==> config.mk <==
export PLATFORM = sky130hd
export DESIGN_NAME = atg_guard_timer
export DESIGN_NICKNAME = d
export VERILOG_FILES = /design/src/pkg/atg_pkg.sv /design/src/core/atg_sync.sv /design/src/core/atg_guard_timer.sv
export SDC_FILE = /design/constraint.sdc
export NUM_CORES = 1
export LEC_CHECK = 0
export BUFFER_PORTS_ARGS = -buffer_cell sky130_fd_sc_hd__buf_2
export CORE_MARGIN = 2
export CORE_UTILIZATION = 53
export DETAILED_ROUTE_END_ITERATION = 10
export PLACE_DENSITY_LB_ADDON = 0.2
export SYNTH_ARGS = -nofsm -noshare
export SYNTH_HDL_FRONTEND = slang
export SYNTH_SLANG_ARGS = --single-unit
==> constraint.sdc <==
create_clock -name i_core_clk -period 4.2 [get_ports i_core_clk]
set_input_delay 0.63 -clock i_core_clk [delete_from_list [all_inputs] [get_ports i_core_clk]]
set_output_delay 0.63 -clock i_core_clk [all_outputs]
set_load 0.05 [all_outputs]
==> src/pkg/atg_pkg.sv <==
package atg_pkg;
    localparam int unsigned CLK_HZ = 20_000_000;
    localparam int unsigned CNT_W = 24;
    localparam logic [CNT_W-1:0] CNT_RESET = 24'h000000;
    // one counted cycle: first value of an interval and the step
    localparam logic [CNT_W-1:0] CNT_ONE = 24'h000001;
    // present guard time, default 40 ms (plain default)
    localparam int unsigned PRESENT_GUARD_US = 40_000;
    localparam logic [CNT_W-1:0] PRESENT_GUARD_CYC =
        CNT_W'((PRESENT_GUARD_US * (CLK_HZ / 1_000_000)));
    // absent guard time, default 0 (released at once)
    localparam int unsigned ABSENT_GUARD_US = 0;
    localparam logic [CNT_W-1:0] ABSENT_GUARD_CYC =
        CNT_W'((ABSENT_GUARD_US * (CLK_HZ / 1_000_000)));
    localparam logic DETECTED_N_RESET = 1'b1;
    typedef enum logic [1:0] {ATG_IDLE, ATG_QUAL, ATG_ALERT, ATG_HOLD}
        atg_state_t;
endpackage

==> src/core/atg_sync.sv <==
`timescale 1ns/1ns
`default_nettype none
module atg_sync
    import atg_pkg::*;
(
    input wire logic i_core_clk,
    input wire logic i_rst,
    input wire logic i_async,
    output logic o_sync
);
    logic meta_q;
    logic sync_q;

    always_ff @(posedge i_core_clk or posedge i_rst)
    begin
        if (i_rst)
        begin
            meta_q <= 1'b0;
            sync_q <= 1'b0;
        end
        else
        begin
            meta_q <= i_async;
            sync_q <= meta_q;
        end
    end

    assign o_sync = sync_q;
endmodule
`default_nettype wire

==> src/core/atg_guard_timer.sv <==
// Contract
// - input high only while both tones present
// - assert after present guard time uninterrupted
// - release after absent guard time of low
// - early drop restarts full present interval
// - early return keeps output, restarts absent interval
// - absent guard may be zero, immediate release
// - onset latency is front delay plus present
// - release latency is front delay plus absent
// - shared pin carries alert only in alert mode
`timescale 1ns/1ns
`default_nettype none
module atg_guard_timer
    import atg_pkg::*;
(
    input wire logic i_core_clk,
    input wire logic i_rst,
    input wire logic i_tone_pair_present,
    input wire logic i_alert_mode_sel,
    input wire logic i_fsk_ready_n,
    input wire logic [CNT_W-1:0] i_present_guard_cyc,
    input wire logic [CNT_W-1:0] i_absent_guard_cyc,
    output logic o_alert_detected_n,
    output logic o_shared_ready_or_alert_pin,
    output logic [CNT_W-1:0] o_guard_timing_node
);
    logic tone_s;
    atg_state_t state_q;
    logic [CNT_W-1:0] cnt_q;
    logic det_n_q;
    logic present_instant;
    logic absent_instant;
    logic present_done;
    logic absent_done;

    // tone indication arrives from another block's timing: synchronise
    atg_sync u_sync (
        .i_core_clk(i_core_clk),
        .i_rst(i_rst),
        .i_async(i_tone_pair_present),
        .o_sync(tone_s)
    );

    // terminal of zero or one: first qualifying cycle ends the interval
    function automatic logic guard_instant(input logic [CNT_W-1:0] term);
        return term <= CNT_ONE;
    endfunction

    // count includes this cycle, hence terminal minus one
    function automatic logic guard_expired(
        input logic [CNT_W-1:0] cnt,
        input logic [CNT_W-1:0] term
    );
        return (cnt + CNT_ONE) >= term;
    endfunction

    assign present_instant = guard_instant(i_present_guard_cyc);
    assign absent_instant = guard_instant(i_absent_guard_cyc);
    assign present_done = guard_expired(cnt_q, i_present_guard_cyc);
    assign absent_done = guard_expired(cnt_q, i_absent_guard_cyc);

    // guard state: moves only on the synchronised tone indication
    always_ff @(posedge i_core_clk or posedge i_rst)
    begin
        if (i_rst)
        begin
            state_q <= ATG_IDLE;
        end
        else
        begin
            unique case (state_q)
                ATG_IDLE:
                begin
                    if (tone_s)
                    begin
                        if (present_instant)
                        begin
                            state_q <= ATG_ALERT;
                        end
                        else
                        begin
                            state_q <= ATG_QUAL;
                        end
                    end
                end
                ATG_QUAL:
                begin
                    if (!tone_s)
                    begin
                        state_q <= ATG_IDLE;
                    end
                    else if (present_done)
                    begin
                        state_q <= ATG_ALERT;
                    end
                end
                ATG_ALERT:
                begin
                    if (!tone_s)
                    begin
                        if (absent_instant)
                        begin
                            state_q <= ATG_IDLE;
                        end
                        else
                        begin
                            state_q <= ATG_HOLD;
                        end
                    end
                end
                ATG_HOLD:
                begin
                    if (tone_s)
                    begin
                        state_q <= ATG_ALERT;
                    end
                    else if (absent_done)
                    begin
                        state_q <= ATG_IDLE;
                    end
                end
            endcase
        end
    end

    // one counter serves both intervals, as they never overlap
    always_ff @(posedge i_core_clk or posedge i_rst)
    begin
        if (i_rst)
        begin
            cnt_q <= CNT_RESET;
        end
        else
        begin
            unique case (state_q)
                ATG_IDLE:
                begin
                    if (tone_s && !present_instant)
                    begin
                        cnt_q <= CNT_ONE;
                    end
                    else
                    begin
                        cnt_q <= CNT_RESET;
                    end
                end
                ATG_QUAL:
                begin
                    // a dropout throws the elapsed time away
                    if (!tone_s || present_done)
                    begin
                        cnt_q <= CNT_RESET;
                    end
                    else
                    begin
                        cnt_q <= cnt_q + CNT_ONE;
                    end
                end
                ATG_ALERT:
                begin
                    if (!tone_s && !absent_instant)
                    begin
                        cnt_q <= CNT_ONE;
                    end
                    else
                    begin
                        cnt_q <= CNT_RESET;
                    end
                end
                ATG_HOLD:
                begin
                    if (tone_s || absent_done)
                    begin
                        cnt_q <= CNT_RESET;
                    end
                    else
                    begin
                        cnt_q <= cnt_q + CNT_ONE;
                    end
                end
            endcase
        end
    end

    // detected output changes only where the state enters ALERT from IDLE/QUAL or IDLE from ALERT/HOLD
    always_ff @(posedge i_core_clk or posedge i_rst)
    begin
        if (i_rst)
        begin
            det_n_q <= DETECTED_N_RESET;
        end
        else
        begin
            unique case (state_q)
                ATG_IDLE:
                begin
                    if (tone_s && present_instant)
                    begin
                        det_n_q <= 1'b0;
                    end
                end
                ATG_QUAL:
                begin
                    if (tone_s && present_done)
                    begin
                        det_n_q <= 1'b0;
                    end
                end
                ATG_ALERT:
                begin
                    if (!tone_s && absent_instant)
                    begin
                        det_n_q <= 1'b1;
                    end
                end
                ATG_HOLD:
                begin
                    if (!tone_s && absent_done)
                    begin
                        det_n_q <= 1'b1;
                    end
                end
            endcase
        end
    end

    assign o_alert_detected_n = det_n_q;
    assign o_guard_timing_node = cnt_q;
    // hold-off after detection is left to the host software
    assign o_shared_ready_or_alert_pin =
        i_alert_mode_sel ? det_n_q : i_fsk_ready_n;
endmodule
`default_nettype wire

==> key figures <==
Yosys
  – Net Count, Synth: 435
  – Post-synth ARST share: 100%
  – Synth Register Bits: 29
  – Mapped Area: ~2700 um^2
  – Top FF cell, synth: dfrtp_1
  – EDFF count, synth: 0
  – Synth top area share: 25.5%
  – Seq/Total Area, Yosys: 26.5%
  – Count leader, synth: inv_1
  – Dominant cell type by area after synthesis: dfrtp_1
  – Synthesis warning total: 0
  – Synth top area cells: dfrtp_1, ha_1, inv_1
  – Syn Area/Cell: 8.25 um^2
  – Cell count after synthesis: 333
  – Netlist cell types: 42
  – Post-synth top cells: inv_1, ha_1, nor2_1

Floorplan
  – Die area: 5780 um^2
  – Chip height: between 70 and 80 um
  – IO Count: 79
  – # rows: 26
  – Die Width: approximately 76 um
  – CORE AREA: 5040 um^2
  – Starting Density: 54.5%

Cells and area
  – Area Overhead vs Synth: 20.9%
  – Final Instance Count excl. Fillers: approximately 500
  – Diodes inserted: 0
  – Share of post-route cells with drive strength above 1: approximately 22%
  – Register Area: around 730 um^2
  – # nets final: 518
  – Area of the multi-input gates: 1720 um^2
  – Fill cells: 446
  – Post-route cell area: 3320 um^2

Timing
  – Slew Viols, Final: 0
  – Fin Setup TNS: 0 ns
  – Final Cycle Share: ~90%
  – Worst Max-Slew Pin Slew: 1.06 ns
  – Fmax: about 260 MHz
  – RSZ-0062 raised after global routing: no
  – Setup Viol. Count Final: 0
  – Slew margin rel.: 29.4%
  – Final Hold Fails: 0
  – Tmin final: 3.81 ns
  – Worst Skew: 0.00486 ns

Clocking
  – Clock Latency Late Sink: 0.29 ns
  – Clk sink count: 29
  – CTS clock-pin slew for the worst setup and hold paths: 0.06 ns
  – Buffer count from post-CTS setup fixing: 0
  – Root Driver: clkbuf_8
  – CTS hold repair buffers: 0
  – TritonCTS clock tree: built
  – Clock Path Buffers: 2
  – TritonCTS Buffers: 5
  – Post-CTS sizing: 0
  – CTS H-tree lvls: 2

Critical path
  – Slowest CP cell: dfrtp_1
  – Cell mode on critical path: and3_1
  – WP data arrival: 3.97 ns
  – CP Depth: 16
  – CP max stage delay: 0.43 ns
  – Reg2Reg Depth: 16
  – Worst Setup Start Kind: flip-flop
  – Delay-heaviest family, CP: simple AND/OR/NAND/NOR gates
  – Required time worst endpoint: 4.36 ns
  – CP Buf/Inv Count: 2
  – CP endpoint kind: flip-flop
  – Crit-path cells: ha_1 > and3_1 > nand3_1 > nor2b_1 > and3_1 > xnor2_1 > inv_1 > ha_1 > nand4_1 > or2_1 > nor3_1 > o31ai_1 > and3_1 > a31oi_4 > buf_4 > o21ai_0
  – CP max FO: 25
  – Crit path kind: flip-flop to flip-flop

Global route
  – GR Overflow Total: 0
  – Vias in the first global route: 2633
  – Largest net degree at the start of global routing: 30
  – Initial antenna violation count: 0
  – GRT Overall Usage: about 25%
  – Global-route wire length before repair: about 12000 um

Hold path
  – Min-Delay Path Depth: 0
  – Hold Path Class: flip-flop to flip-flop

Detailed routing
  – Post-Route WL: roughly 7000 um
  – DRT iter0 DRCs: 100
  – Routed Antenna Nets: 0
  – Vias per cell: 5.39
  – Pre-Repair DR Iteration Count: 5
  – Post-route DRC: 0
  – WL/cell: between 10 and 15 um
  – Via count: 2626

Outcome
  – Status: finished clean

Placement
  – Port bufs: approximately 80
  – Placement Cell Area: 3210 um^2
  – Post-DP HPWL: 5950 um
  – Routability cong.: roughly 0.90
  – Cells after DPL: approximately 480

Job
  – Max-Cap Viols: 0

Power
  – Pleak: between 2 and 2.5 nW
  – Max rail drop VDD: 0.000243 V
  – Pwr dens: 271 nW/um^2
## worst paths after layout
kind,startpoint,endpoint,slack (ns)
max,o_guard_timing_node[0]$_DFF_PP0_,state_q[0]$_DFFE_PP0P_,0.39
min,u_sync.meta_q$_DFF_PP0_,u_sync.o_sync$_DFF_PP0_,0.35
min in group asynchronous,i_rst,o_guard_timing_node[4]$_DFF_PP0_,0.60
max in group asynchronous,i_rst,o_guard_timing_node[18]$_DFF_PP0_,2.96
max reg2reg,o_guard_timing_node[0]$_DFF_PP0_,state_q[0]$_DFFE_PP0P_,0.39
min reg2reg,u_sync.meta_q$_DFF_PP0_,u_sync.o_sync$_DFF_PP0_,0.35
## power breakdown
part	switching, W	total (W)	leakage [nW]	internal, W
Clock	0.000105	0.000298	0.0585	0.000193
Combinational	0.000169	0.000274	1.61	0.000105
Sequential	0.0000308	0.000329	0.392	0.000298
## metrics by stage
stage / hold WS, ns / utilization (%) / power [W] / worst slack (ns)
final: 0.346 / 65.9 / 0.000900 / 0.388
after global routing: 0.373 / 65.9 / 0.000955 / 0.137
after CTS: 0.350 / 65.9 / 0.000905 / 0.449
after detailed placement: 0.336 / 63.6 / 0.000605 / 0.472
after global placement: 0.332 / 63.6 / 0.000594 / 0.611
after floorplan: 0.331 / - / 0.000530 / 0.591
## sequential cells by signal (all words and copies together), names as in the netlist
signal / flops
u_sync.meta_q: 1
o_guard_timing_node: 24
o_alert_detected_n: 1
u_sync.o_sync: 1
state_q: 2
## worst register-to-register path: cells and delay by family (launching register included)
kind / cells / cell delay (ns)
compound gates: 3 / 0.41
buf+inv: 2 / 0.43
simple gates: 8 / 1.67
flops: 1 / 0.43
fa+ha+maj: 2 / 0.54
xor+xnor: 1 / 0.19
## layout by cell type (no fill, tap or decap), types with 5 or more instances in the layout
cell type  count
buf_2         78
a21oi_1       18
clkbuf_8       6
nand2_1       13
ha_1          49
inv_1         72
o21ai_0        5
xnor2_1       15
nor4_1        12
dfrtp_1       28
nand4_1        9
nand3_1       11
and4_1         5
nor2_1        30
and3_1        13
xor2_1         7
## kinds of logic (layout without fill, tap and decap cells)
family / Yosys count / after routing / synth area share, %
simple gates: 112 / 112 / 21.9
mux: 1 / 1 / 0.410
compound gates: 45 / 45 / 11.1
flops: 29 / 29 / 26.5
fa+ha+maj: 49 / 49 / 22.3
xor+xnor: 22 / 22 / 7.01
buf+inv: 75 / 159 / 10.8
## cell type report
type	instances	share of cell area, %
multi-input combinational	229	51.9
sequential	29	21.9
timing repair buffer	79	12.0
inverter	72	8.14
tap	70	2.64
clock buffer	7	2.60
clock inverter	1	0.904
## layer usage
metal  share of wire, %  wire, um  GRT usage [%]  vias to the layer above
met3                4.9       343           3.67                       16
li1                   -         -              -                     1313
met1                 47      3240           33.2                     1218
met2                 46      3190           41.1                       79
met4                2.8       194           10.7                        0
met5                  0         0              0                        -
Power figures use the tool's default switching activity.
